[src/design/timer_consts.vh]
`ifndef TIMER_CONSTS_VH
`define TIMER_CONSTS_VH

// Register byte offsets
`define OFS_CONTROL 12'h000
`define OFS_CHAN_ENABLE 12'h004
`define OFS_TIME_BASE_SEL 12'h008
`define OFS_IRQ_ENABLE 12'h00C
`define OFS_TIMEOUT_FLAG 12'h010
`define OFS_FORCE_LOAD 12'h014
`define OFS_MICRO_LOAD0 12'h018
`define OFS_MICRO_LOAD1 12'h01C
`define OFS_LOAD_BASE 12'h020
`define OFS_COUNT_BASE 12'h040

// Word and channel fields of the byte address, and end of the count block
`define ADDR_WORD_LSB 2
`define ADDR_CHAN_MSB 4
`define OFS_COUNT_END 12'h060

// Control register fields
`define CTRL_MODULE_EN 0
`define CTRL_FORCE_MICRO0 1
`define CTRL_FORCE_MICRO1 2

// Reset values
`define RST_MICRO_LOAD 8'h00
`define RST_LOAD 16'h0000
`define RST_WORD 32'h0000_0000

`endif

[src/design/periodic_timeout_timer.v]
`timescale 1ns/100ps
`default_nettype none
`include "timer_consts.vh"

// Summary of operation
// - Timer array reaching 24-bit time-out range
// - Period equals m times n bus cycles
// - 8-bit micro counter clocks 16-bit counters
// - Each channel has own modulus period
// - Channels enabled separately and independently
// - Each channel drives own trigger output
// - Force-load starts several channels aligned
// - Select bit picks micro base 0/1
// - Select change takes effect immediately
// - Interrupt enable gates time-out flag
// - Pending flag interrupts at once when enabled
module periodic_timeout_timer #(
    parameter CHANNELS = 8,
    parameter CNT_WIDTH = 16,
    parameter MICRO_WIDTH = 8
) (
    input wire pclk, // Bus clock
    input wire presetn, // Async reset, active low
    input wire psel, // APB select
    input wire penable, // APB enable
    input wire pwrite, // APB direction
    input wire [11:0] paddr, // APB byte address
    input wire [31:0] pwdata, // APB write data
    output reg [31:0] prdata, // APB read data
    output reg pready, // APB ready
    output reg pslverr, // APB error
    output reg [CHANNELS-1:0] trigger, // Time-out triggers
    output reg irq // Level interrupt
);

// ****************************************
// Registers
// ****************************************
reg module_en;
reg [CHANNELS-1:0] chan_enable;
reg [CHANNELS-1:0] time_base_select;
reg [CHANNELS-1:0] timeout_irq_enable;
reg [CHANNELS-1:0] timeout_flag;
reg [MICRO_WIDTH-1:0] micro_load0;
reg [MICRO_WIDTH-1:0] micro_load1;
// Two micro time bases feed every channel
localparam BASES = 2;
wire [CNT_WIDTH*CHANNELS-1:0] load_flat;
wire [CNT_WIDTH*CHANNELS-1:0] count_flat;

// ****************************************
// Bus decode
// ****************************************
// Request taken while pready is low; pready answers one edge
// later and a write lands only on that completing edge
wire access = psel && penable && !pready;
wire done = psel && penable && pready;
wire wr = done && pwrite;
wire [11:0] word_addr = {paddr[11:`ADDR_WORD_LSB],
    {`ADDR_WORD_LSB{1'b0}}};
wire in_load = word_addr >= `OFS_LOAD_BASE &&
    word_addr < `OFS_COUNT_BASE;
wire in_count = word_addr >= `OFS_COUNT_BASE &&
    word_addr < `OFS_COUNT_END;
wire [2:0] sel_chan = word_addr[`ADDR_CHAN_MSB:`ADDR_WORD_LSB];
// Slots past the last channel answer as unmapped
wire chan_ok = {29'd0, sel_chan} < CHANNELS;

// ****************************************
// Write strobes
// ****************************************
wire wr_ctrl = wr && word_addr == `OFS_CONTROL;
wire wr_chan_en = wr && word_addr == `OFS_CHAN_ENABLE;
wire wr_base_sel = wr && word_addr == `OFS_TIME_BASE_SEL;
wire wr_irq_en = wr && word_addr == `OFS_IRQ_ENABLE;
wire wr_flag = wr && word_addr == `OFS_TIMEOUT_FLAG;
wire wr_force = wr && word_addr == `OFS_FORCE_LOAD;
wire wr_mload0 = wr && word_addr == `OFS_MICRO_LOAD0;
wire wr_mload1 = wr && word_addr == `OFS_MICRO_LOAD1;
wire wr_load = wr && in_load && chan_ok;

// Channel bits sit in the low bits of the word
wire [CHANNELS-1:0] wdata_bits = pwdata[CHANNELS-1:0];
wire [CHANNELS-1:0] force_mask = wr_force ?
    wdata_bits : {CHANNELS{1'b0}};
wire [CHANNELS-1:0] clear_mask = wr_flag ?
    wdata_bits : {CHANNELS{1'b0}};

wire [BASES-1:0] force_micro = {
    wr_ctrl && pwdata[`CTRL_FORCE_MICRO1],
    wr_ctrl && pwdata[`CTRL_FORCE_MICRO0]};

// ****************************************
// Micro time bases
// ****************************************
wire [BASES-1:0] tick;
// Reload values side by side for the loop
wire [BASES*MICRO_WIDTH-1:0] micro_load_flat = {micro_load1,
    micro_load0};
genvar b;
generate
    for (b = 0; b < BASES; b = b + 1) begin : base
        reg [MICRO_WIDTH-1:0] micro_cnt;
        wire [MICRO_WIDTH-1:0] reload =
            micro_load_flat[b*MICRO_WIDTH +: MICRO_WIDTH];
        assign tick[b] = module_en &&
            micro_cnt == {MICRO_WIDTH{1'b0}};

        // Held at reload while stopped, so a start is clean
        always @(posedge pclk or negedge presetn) begin
            if (!presetn) begin
                micro_cnt <= `RST_MICRO_LOAD;
            end else begin
                if (force_micro[b] || tick[b] || !module_en) begin
                    micro_cnt <= reload;
                end else begin
                    micro_cnt <= micro_cnt - 1'b1;
                end
            end
        end
    end
endgenerate

// ****************************************
// Channel counters
// ****************************************
// m times n spans 24 bits
wire [CHANNELS-1:0] expire;
genvar g;
generate
    for (g = 0; g < CHANNELS; g = g + 1) begin : chan
        reg [CNT_WIDTH-1:0] load_val;
        reg [CNT_WIDTH-1:0] count;
        reg [CNT_WIDTH-1:0] next_count;
        wire chan_tick = time_base_select[g] ? tick[1] : tick[0];
        wire active = module_en && chan_enable[g];
        wire at_zero = count == {CNT_WIDTH{1'b0}};
        assign expire[g] = active && chan_tick && at_zero;
        assign load_flat[g*CNT_WIDTH +: CNT_WIDTH] = load_val;
        assign count_flat[g*CNT_WIDTH +: CNT_WIDTH] = count;

        // Stopped channel sits at its load value
        always @* begin
            next_count = count;
            if (!active || force_mask[g]) begin
                next_count = load_val;
            end else if (expire[g]) begin
                next_count = load_val;
            end else if (chan_tick) begin
                next_count = count - 1'b1;
            end
        end

        always @(posedge pclk or negedge presetn) begin
            if (!presetn) begin
                load_val <= `RST_LOAD;
                count <= `RST_LOAD;
            end else begin
                if (wr_load && sel_chan == g) begin
                    load_val <= pwdata[CNT_WIDTH-1:0];
                end
                count <= next_count;
            end
        end
    end
endgenerate

// ****************************************
// Control registers
// ****************************************
// cleared and stopped
always @(posedge pclk or negedge presetn) begin
    if (!presetn) begin
        module_en <= 1'b0;
    end else begin
        if (wr_ctrl) begin
            module_en <= pwdata[`CTRL_MODULE_EN];
        end
    end
end

always @(posedge pclk or negedge presetn) begin
    if (!presetn) begin
        chan_enable <= {CHANNELS{1'b0}};
    end else begin
        if (wr_chan_en) begin
            chan_enable <= wdata_bits;
        end
    end
end

always @(posedge pclk or negedge presetn) begin
    if (!presetn) begin
        time_base_select <= {CHANNELS{1'b0}};
    end else begin
        if (wr_base_sel) begin
            time_base_select <= wdata_bits;
        end
    end
end

always @(posedge pclk or negedge presetn) begin
    if (!presetn) begin
        timeout_irq_enable <= {CHANNELS{1'b0}};
    end else begin
        if (wr_irq_en) begin
            timeout_irq_enable <= wdata_bits;
        end
    end
end

always @(posedge pclk or negedge presetn) begin
    if (!presetn) begin
        micro_load0 <= `RST_MICRO_LOAD;
        micro_load1 <= `RST_MICRO_LOAD;
    end else begin
        if (wr_mload0) begin
            micro_load0 <= pwdata[MICRO_WIDTH-1:0];
        end
        if (wr_mload1) begin
            micro_load1 <= pwdata[MICRO_WIDTH-1:0];
        end
    end
end

// ****************************************
// Flags, triggers and interrupt
// ****************************************
// Set wins over write-one-to-clear, so no time-out is lost
wire [CHANNELS-1:0] next_flag = (timeout_flag & ~clear_mask) | expire;
always @(posedge pclk or negedge presetn) begin
    if (!presetn) begin
        timeout_flag <= {CHANNELS{1'b0}};
    end else begin
        timeout_flag <= next_flag;
    end
end

always @(posedge pclk or negedge presetn) begin
    if (!presetn) begin
        trigger <= {CHANNELS{1'b0}};
    end else begin
        trigger <= expire;
    end
end

wire next_irq = |(timeout_flag & timeout_irq_enable);
always @(posedge pclk or negedge presetn) begin
    if (!presetn) begin
        irq <= 1'b0;
    end else begin
        irq <= next_irq;
    end
end

// ****************************************
// Read data
// ****************************************
reg [31:0] next_prdata;
reg next_err;

always @* begin
    next_prdata = `RST_WORD;
    next_err = 1'b0;
    case (word_addr)
        `OFS_CONTROL:
            next_prdata[`CTRL_MODULE_EN] = module_en;
        `OFS_CHAN_ENABLE:
            next_prdata[CHANNELS-1:0] = chan_enable;
        `OFS_TIME_BASE_SEL:
            next_prdata[CHANNELS-1:0] = time_base_select;
        `OFS_IRQ_ENABLE:
            next_prdata[CHANNELS-1:0] = timeout_irq_enable;
        `OFS_TIMEOUT_FLAG:
            next_prdata[CHANNELS-1:0] = timeout_flag;
        // Force load is a strobe and reads as zero
        `OFS_FORCE_LOAD:
            next_prdata = `RST_WORD;
        `OFS_MICRO_LOAD0:
            next_prdata[MICRO_WIDTH-1:0] = micro_load0;
        `OFS_MICRO_LOAD1:
            next_prdata[MICRO_WIDTH-1:0] = micro_load1;
        default: begin
            if (in_load && chan_ok) begin
                next_prdata[CNT_WIDTH-1:0] =
                    load_flat[sel_chan*CNT_WIDTH +: CNT_WIDTH];
            end else if (in_count && chan_ok) begin
                next_prdata[CNT_WIDTH-1:0] =
                    count_flat[sel_chan*CNT_WIDTH +: CNT_WIDTH];
            end else begin
                next_err = 1'b1;
            end
        end
    endcase
end

// ****************************************
// Bus answer
// ****************************************
// One wait state: the answer is registered
always @(posedge pclk or negedge presetn) begin
    if (!presetn) begin
        pready <= 1'b0;
    end else begin
        pready <= access;
    end
end

// Unmapped words answer with an error
always @(posedge pclk or negedge presetn) begin
    if (!presetn) begin
        pslverr <= 1'b0;
    end else begin
        pslverr <= access && next_err;
    end
end

// Read data holds until the next read
always @(posedge pclk or negedge presetn) begin
    if (!presetn) begin
        prdata <= `RST_WORD;
    end else begin
        if (access && !pwrite) begin
            prdata <= next_prdata;
        end
    end
end

endmodule
`default_nettype wire

[config.mk]
export PLATFORM = sky130hd
export DESIGN_NAME = periodic_timeout_timer
export DESIGN_NICKNAME = d
export VERILOG_FILES = /design/src/design/periodic_timeout_timer.v
export VERILOG_INCLUDE_DIRS = /design/src /design/src/design
export SDC_FILE = /design/constraint.sdc
export NUM_CORES = 1
export LEC_CHECK = 0
export BUFFER_PORTS_ARGS = -buffer_cell sky130_fd_sc_hd__buf_2
export CAP_MARGIN = 20
export CORE_UTILIZATION = 56
export CTS_CLUSTER_DIAMETER = 100
export DETAILED_ROUTE_END_ITERATION = 7
export GPL_TIMING_DRIVEN = 0
export PLACE_DENSITY = 0.77
export SKIP_LAST_GASP = 1
export SYNTH_ARGS = -nofsm -noshare
export SYNTH_HDL_FRONTEND = slang
export SYNTH_SLANG_ARGS = --single-unit
[constraint.sdc]
create_clock -name pclk -period 2.4 [get_ports pclk]
set_input_delay 0.48 -clock pclk [delete_from_list [all_inputs] [get_ports pclk]]
set_output_delay 0.48 -clock pclk [all_outputs]
set_load 0.05 [all_outputs]
======== After elaboration in Yosys (flattened, before gate mapping) ========
Cells that the tools add are included.
cells by class
  $add $sub $neg .......................... 10
  order comparisons ....................... 4
  equality and inequality tests ........... 14
  shift operators ......................... 2
  multiplexer cells ....................... 44
  bitwise logic cells ..................... 4
  reduce and logical (&&, ||, !) cells .... 99
operator list
  cell                                                                                   count
  16-bit 2-to-1 mux                                                                      26
  128-bit by 8-bit indexed part select with 16-bit output                                2
  16-bit logical NOT                                                                     8
  16-bit by 1-bit subtractor with 16-bit output (second input constant)                  8
  1-bit logical AND                                                                      53
  7-bit one-hot mux with 7 select lines                                                  1
  10-bit by 3-bit == test with 1-bit output (second input constant)                      4
  8-bit 2-to-1 mux                                                                       5
  12-bit by 7-bit less-than comparator with 1-bit output (second input constant)         2
  3-bit nonzero test                                                                     8
  10-bit by 2-bit == test with 1-bit output (second input constant)                      2
  8-bit bitwise AND                                                                      2
  8-bit logical NOT                                                                      2
  8-bit OR reduction                                                                     2
  8-bit by 1-bit subtractor with 8-bit output (second input constant)                    2
  3-bit == test (second input constant)                                                  4
  12-bit by 6-bit greater-or-equal comparator with 1-bit output (second input constant)  1
  12-bit by 7-bit greater-or-equal comparator with 1-bit output (second input constant)  1
  12-bit logical NOT                                                                     1
  1-bit logical OR                                                                       12
  1-bit logical NOT                                                                      11
  1-bit 2-to-1 mux                                                                       11
  10-bit by 1-bit == test with 1-bit output (second input constant)                      1
  8-bit inverter                                                                         1
  6 further kinds                                                                        7
word-level totals
  bits in registers ....................... 348
  bits of input ports ..................... 49
  output and inout port bits .............. 43
  word-level logic and storage cells ...... 207

======== Depth between registers and ports, before layout ========
Gate-level depths: netlist of the first run.
  depth in word-level cells ............... 8
  mapped depth ............................ 11
  depth with buffers taken out ............ 8

======== Worst setup path before layout of the first run ========
No wires, ideal clock.
  path kind ............................... flip-flop to flip-flop
  start ................................... register pready
  end ..................................... register chan[4].count[4]
  setup time .............................. 0.123 ns
  arrival time ............................ 2.437 ns
  data required time ...................... 2.277 ns
  setup slack ............................. -0.159 ns
  cell stages (with the launch flop) ...... 8
  buffers on the path ..................... 2
  period minus slack after synthesis ...... 2.559 ns
  cells stage by stage .................... dfrtp_1 nand4_2 nor4_4 buf_6 a21oi_2 o21a_1 buf_2 o221a_2
on the way
  longest elaborated chain between the ends .. 6
  elaborated cells on any way between the ends .. 7
  those cells by class .................... mux: 2; reduce/logical: 5
RTL lines
  what                                                               line                          source
  start, declared                                                    periodic_timeout_timer.v:30   output reg pready,
  start signal, assigned                                             periodic_timeout_timer.v:305  pready <= access;
  1-bit logical AND (*)                                              periodic_timeout_timer.v:57   wire done = psel && penable && pready;
  1-bit logical AND (*)                                              periodic_timeout_timer.v:58   wire wr = done && pwrite;
  1-bit logical AND (no line) (*)                                    --
  8-bit 2-to-1 mux (*)                                               periodic_timeout_timer.v:84   wire [CHANNELS-1:0] force_mask = wr_force ?
  1-bit logical OR (*)                                               periodic_timeout_timer.v:145  if (!active || force_mask[g]) begin
  3-bit nonzero test (no line) or 16-bit 2-to-1 mux (tied branches)  --
  end signal, assigned                                               periodic_timeout_timer.v:157  count <= `RST_LOAD;
  end signal, assigned                                               periodic_timeout_timer.v:162  count <= next_count;
  end, declared                                                      periodic_timeout_timer.v:133  reg [CNT_WIDTH-1:0] count;
Mark *: on every way between the ends. The rest lies on a longest branch, timed or not.
A chain may end at the register's enable or synchronous reset.

======== Final worst setup path of the first run ========
  start ................................... register base[0].micro_cnt[1]
  end ..................................... register chan[1].count[4]
on the way
  longest elaborated chain between the ends .. 7
  elaborated cells on any way between the ends .. 8
  those cells by class .................... mux: 3; reduce/logical: 5
RTL lines
  what                            line                          source
  start, declared                 periodic_timeout_timer.v:103  reg [MICRO_WIDTH-1:0] micro_cnt;
  start signal, assigned          periodic_timeout_timer.v:112  micro_cnt <= `RST_MICRO_LOAD;
  start signal, assigned          periodic_timeout_timer.v:115  micro_cnt <= reload;
  start signal, assigned          periodic_timeout_timer.v:117  micro_cnt <= micro_cnt - 1'b1;
  8-bit logical NOT (*)           periodic_timeout_timer.v:107  micro_cnt == {MICRO_WIDTH{1'b0}};
  1-bit logical AND (*)           periodic_timeout_timer.v:106  assign tick[b] = module_en &&
  1-bit 2-to-1 mux (*)            periodic_timeout_timer.v:135  wire chan_tick = time_base_select[g] ? tick[1] : tick[0];
  1-bit logical AND (2 in a row)  periodic_timeout_timer.v:138  assign expire[g] = active && chan_tick && at_zero;
  16-bit 2-to-1 mux               periodic_timeout_timer.v:147  end else if (expire[g]) begin
  16-bit 2-to-1 mux               periodic_timeout_timer.v:145
  end signal, assigned            periodic_timeout_timer.v:157
  end signal, assigned            periodic_timeout_timer.v:162
  end, declared                   periodic_timeout_timer.v:133
Marks and branches as above.

==> metrics.txt, run 1 <==
Synth Flop Type dfrtp_1; Compound-Gate Fraction of Synth Area 14.9%; Critical Path End Type flip-flop; Synth Area per Inst roughly 11 um^2; final-report hold violation count 6; vias in the first global route 17400; DP Wirelength 53.9 mm; # port buffers 55; final hold slack -25.8 ps; most frequent cells in the layout 339 x dfrtp_1, 173 x mux2_2, 132 x buf_4; CP max-delay cell or4b_4; Fill cells 2351; Synth Register Bits 348; DR DRC count 0; actual slew at the worst max-slew pin 973 ps; clock network fraction of design power 48.7%; RSZ-0062 raised after global routing yes; Synth Area in XOR/XNOR 0.673%; critical path type reg -> reg; CTS Buf Count 40; grt total ovfl 0; Root Buffer clkbuf_16; switch share 24.1%; cells after synthesis roughly 1800; core area 34500 um^2; row cnt approximately 70; worst endpoint required time between 2000 and 3000 ps; CTS max path bufs 3; NumNets Final 2112; Fin Clk Skew 16.0 ps; commonest non-fill, non-tap cell in the layout dfrtp_1; Hold Buf Count CTS 0; post-synthesis mux area share 19.7%; power density over the cells slightly above 500 nW/um^2; combinational power share under 10%; Slowest Stage Delay on Critical Path 500 ps; sw power 3.14 mW; via count 18100; Reg clk slew, reported paths 60 ps; status complete, but fails checks; Multi-input gate area 11500 um^2; Flop pwr share 45.4%; chip width 189 um; die height around 190 um; Synth Area in Adders 1.03%; first-pass GRT wire length 114 mm; WL met2 35.6 mm; number of flops mapped to enable cells by yosys 0; startpoint types flip-flop; largest family of logic cells by synthesized area multiplexers; wire per inst between 30 and 40 um; DR iter-0 viols 2308; Buf+Inv Stages, Crit Path 5; M1 WL 28.6 mm; Max-Cap Viols 0; Syn Std Cell Area 19500 um^2; final worst-path cycle share 111%; largest net degree at the start of global routing 121; worst setup margin -264 ps; peak supply drop 0.000547 V; met3 WL 8.41 mm; failing checks negative hold slack, negative setup slack; initial core utilization between 50% and 60%; Vias/cell 7.15; total clock sinks about 350; FMAX roughly 380 MHz; post-synthesis sequential area ratio 44.6%; Ports 92; FF/Latch Area about 8700 um^2; Clock Latency Late Sink 550 ps; worst-path cell chain inv_2 > ha_4 > or4b_4 > buf_12 > buf_12 > nor3_4 > buf_4 > nor2_2 > nand2_2 > buf_8 > o21ai_1 > a221oi_2; headroom to the max-slew limit about 35%; Arr. time, crit path 3110 ps; post-synthesis simple-gate area fraction between 10% and 20%; P_int 9.88 mW; TNS Setup -16450 ps; all-layer global routing usage 43.9%; FFs w/ async S/R, synth 100%; yosys warns 0; share of cells above drive strength 1 41.9%; total wire length around 80 mm; initial antenna violation count 3; TritonCTS clock tree built; max-slew violations 0; crit-path max FO 10; uppermost layer routed met5; Tightest Hold Check Type in -> async; Static Leak 11.4 nW; H-tree lvl count 2; Die Area 35600 um^2; routability cong. 1.00; post-route ant nets 0; Synth cell types 85; most frequent CP cell buf_12; DR pass1 iterations 7; layout overhead on the synthesized area 28.4%; CP delay by family, top simple AND/OR/NAND/NOR gates; Setup violations, final 114; Tmin final roughly 2700 ps
[cells in the mapped netlist (9+ instances only)]
cell type	n	area, um^2
or3_1	18	113
nor2_1	152	571
buf_4	25	188
nor3_1	72	360
mux4_2	64	1440
a31oi_1	22	138
a221o_1	10	100
or4_1	15	113
inv_1	40	150
xnor2_1	14	123
o221a_2	26	293
a22oi_1	12	90.1
nor3b_1	9	67.6
nor4_1	24	150
dfrtp_1	348	8710
mux2_2	173	1950
a21o_1	21	158
o21ai_0	61	305
o22ai_1	24	150
and3_1	16	100
mux2i_1	46	460
buf_2	41	205
nand4_1	37	231
ha_1	16	200
clkbuf_1	31	116
a221oi_1	17	149
a21oi_1	66	330
o21a_1	27	203
a22o_1	15	131
nand2_1	109	409
o31ai_1	12	90.1
nand3_1	35	175
[cells by family after synthesis]
logic type	after synthesis
muxes	283
xor gates and xnor gates	15
buffers and inverters	150
and+or+nand+nor	562
adders and majority gates	16
DFF	348
other	1
AOI/OAI and AO/OA	403
[timing repair]
action | CTS | global route
setup endpoints to repair | 255 | 215
setup buffers | 95 | 51
pin swaps | 76 | 92
gates resized for setup | 263 | 202
cloned | 12 | 3
[state kept, by name, summed over array words and instances (netlist names)]
register / flops
base.micro_cnt: 16
base.reload: 16
chan.count: 128
chan.load_val: 128
chan_enable: 8
irq: 1
module_en: 1
prdata: 16
pready: 1
pslverr: 1
time_base_select: 8
timeout_flag: 8
timeout_irq_enable: 8
trigger: 8
[cell type report]
class,count,share of cell area [%]
clock inverter,13,0.689
inverter,40,0.599
buffer,107,3.42
clock buffer,57,4.65
tap,455,2.27
sequential,348,34.8
multi-input combinational,1296,46.0
timing repair buffer,214,7.63
antenna,1,0.00998
[power groups by stage]
stage | registers (mW) | logic (mW) | clock network (mW)
CTS | 5.91 | 0.745 | 6.34
global placement | 6.02 | 0.706 | 0
finish | 5.91 | 0.769 | 6.34
global route | 5.91 | 0.807 | 6.58
detailed placement | 6.02 | 0.727 | 0
floorplan | 6.08 | 0.310 | 0
[through the flow]
step	total power [mW]	cells	utilization (%)	area, um^2	setup WS, ps
final	13.0	2531	72.8	25100	-264
after global routing	13.3	2530	72.7	25100	-330
after CTS	13.0	2480	69.4	23900	-155
after detailed placement	6.75	2305	59.7	20600	-1230
after global placement	6.73	2303	59.6	20500	-6520
after floorplan	6.39	1793	-	19700	-89.1
[metal layers]
layer / global-route usage (%) / up-vias
met1: 56.7 / 9108
met2: 69.0 / 1266
li1: - / 7370
met5: 0 / -
met4: 23.5 / 2
met3: 9.76 / 343
[worst register-to-register path: stages, from the launching register on]
cell and delay (ps):
dfrtp_1 410, inv_2 110, ha_4 140, or4b_4 500, buf_12 180, buf_12 130, nor3_4 240, buf_4 160
nor2_2 70, nand2_2 120, buf_8 150, o21ai_1 100, a221oi_2 260
[path summary, 6_finish.rpt]
kind                                           start           endpoint  slack (ps)  cells after the start
worst max register to register  base[0].micro_cnt[1]   chan[1].count[4]        -260                     12
worst min-delay path                         presetn  chan[1].count[11]         -30                      1
worst max-delay path            base[0].micro_cnt[1]   chan[1].count[4]        -260                     12
min in group pclk                           paddr[6]            pslverr         220                      3
max in group asynchronous                    presetn   chan[6].count[1]         690                      3
worst min register to register             prdata[4]          prdata[4]         480                      2
(Power assumes the default switching activity.)
==> run 2, diff against run 1 <==
--- a/config.mk
+++ b/config.mk
@@ -8,11 +8,13 @@
 export LEC_CHECK = 0
 export BUFFER_PORTS_ARGS = -buffer_cell sky130_fd_sc_hd__buf_2
 export CAP_MARGIN = 20
-export CORE_UTILIZATION = 56
+export CORE_ASPECT_RATIO = 0.6
+export CORE_UTILIZATION = 60
 export CTS_CLUSTER_DIAMETER = 100
 export DETAILED_ROUTE_END_ITERATION = 7
 export GPL_TIMING_DRIVEN = 0
-export PLACE_DENSITY = 0.77
+export PLACE_DENSITY = 0.78
+export REMOVE_ABC_BUFFERS = 1
 export SKIP_LAST_GASP = 1
 export SYNTH_ARGS = -nofsm -noshare
 export SYNTH_HDL_FRONTEND = slang
==> constraint.sdc (replaced) <==
create_clock -name pclk -period 2.6 [get_ports pclk]
set_input_delay 0.52 -clock pclk [delete_from_list [all_inputs] [get_ports pclk]]
set_output_delay 0.52 -clock pclk [all_outputs]
set_load 0.05 [all_outputs]
==> run 2 against run 1 <==
The flow finishes with violations (negative setup slack). Wire length fell by 6.9%. Largest cell class unchanged. Hold slack improved by 330 ps. Core utilization grew 1.4 points.
==> metrics.txt, run 2 (synthesis results as in run 1) <==
Buf+Inv Stages, Crit Path 0; critical path type reg -> reg; headroom to the max-slew limit between 20 and 30%; Worst Hold Depth 3; reg2reg setup slack -170 ps; grt total ovfl 0; largest net degree at the start of global routing 119; CP delay by family, top simple AND/OR/NAND/NOR gates; routability cong. 0.997; hold endpoint pslverr; NumNets Final just under 2000; via count roughly 17000; worst setup margin -174 ps; share of cells above drive strength 1 34.7%; final-report hold violation count 0; DR iter-0 viols 3120; most frequent cells in the layout 342 x dfrtp_1, 173 x mux2_2, 142 x nor2_1; TritonCTS clock tree built; worst endpoint required time 3060 ps; crit-path max FO 5; Vias/cell 7.38; FF/Latch Area 8720 um^2; failing checks negative setup slack; total wire length 72.9 mm; H-tree lvl count 2; DP Wirelength slightly below 50 mm; final hold slack 304 ps; worst r2r src chan[6].count[5]; CP max-delay cell nor3_1; fin cells ~2400; Antenna diodes 0; worst-path cell chain nor3_1 > and2_1 > nand2_1 > or4_4 > or3b_1 > a31oi_1; layout overhead on the synthesized area 19.9%; DR DRC count 0; biggest regs chan.count x128, chan.load_val x128; Reg clk slew, reported paths approximately 70 ps; post-route ant nets 0; Multi-input gate area 11100 um^2; number of cells after detailed placement 2172; reg2reg path depth 6; Fin Clk Skew 24.3 ps; Root Buffer clkbuf_16; commonest non-fill, non-tap cell in the layout dfrtp_1; final worst-path cycle share 107%; FF-to-FF End chan[6].count[13]; CTS Buf Count 36; max-slew violations 0; Max-Cap Viols 0; total clock sinks roughly 350; DR pass1 iterations 7; Arr. time, crit path 3230 ps; wire per inst between 30 and 40 um; status complete, but fails checks; CTS max path bufs 3; Tmin final 2770 ps; Fill cells roughly 2100; Critical Path End Type flip-flop; Slowest Stage Delay on Critical Path 670 ps; die height 142 um; all-layer global routing usage 42.2%; Tightest Hold Check Type in -> reg; Worst path depth 6; chip width 235 um; peak supply drop between 0.0007 and 0.0008 V; row cnt 50; first-pass GRT wire length 104 mm; actual slew at the worst max-slew pin around 1100 ps; Ports 92; Die Area 33300 um^2; core area 31600 um^2; power density over the cells 493 nW/um^2; RSZ-0062 raised after global routing yes; Critical Path Start chan[6].count[5]; FMAX 360 MHz; initial core utilization 61.8%; Static Leak 10.6 nW; # port buffers 57; startpoint types flip-flop; vias in the first global route around 16000; min-delay src paddr[5]; initial antenna violation count 2; Setup violations, final 15; Clock Latency Late Sink approximately 560 ps
## run 2: cell types whose count changed in the layout (fill, tap and decap cells not counted), sizes merged, moves of 2 or more
cell	previous run	this run
and2	7	10
bufinv	4	2
buf	290	183
clkbuf	88	56
clkinv	6	9
clkinvlp	3	0
inv	40	42
o21a	27	30
## run 2: where the power goes
part / switching, mW / internal, mW
combinational: 0.491 / 0.165
sequential: 0.0214 / 5.44
clock: 2.31 / 3.11
## run 2: layer usage
layer,part of all wire (%),wire [um],track usage [%]
met1,41,29800,64.5
met2,40,29200,56.6
met3,16,11700,14.0
met4,2.8,2010,11.3
met5,0.20,144,2.89
## run 2: through the flow
stage / worst slack, ps / cell area [um^2] / setup TNS [ps] / utilization, % / power [mW]
3_3_place_gp: -5770 / 19800 / -2734700 / 62.6 / 6.13
5_1_grt: -215 / 23400 / -2410 / 74.1 / 11.8
2_1_floorplan: -551 / 19000 / -66580 / - / 5.80
3_5_place_dp: -1570 / 20100 / -256410 / 63.6 / 6.17
4_1_cts: -105 / 22200 / -435 / 70.3 / 11.5
6_report: -174 / 23400 / -756 / 74.1 / 11.5
## run 2: final cells by class
class	count	share of cell area [%]
multi-input combinational	1304	47.4
sequential	348	37.2
timing repair buffer	189	7.38
clock buffer	52	4.62
tap	416	2.22
inverter	40	0.641
clock inverter	13	0.540
## run 2: what timing repair did
action | 4_1_cts | 5_1_grt
endpoints found under the setup margin | 261 | 157
pin swaps | 17 | 61
hold endpoints to repair | 51 | 0
gates resized for setup | 97 | 118
gates cloned | 3 | 9
hold buffers | 1 | 0
setup buffers | 46 | 64
## run 2: worst max path at each step
stage                                      to
after floorplan           chan[1].load_val[0]
after global placement    chan[7].load_val[9]
after detailed placement     chan[3].count[5]
after CTS                   chan[6].count[13]
after global routing        chan[6].count[13]
final                       chan[6].count[13]
## run 2: worst min-delay path, stage by stage
cell      delay (ps)
buf_2            150
nand2_1           70
a21boi_0          70
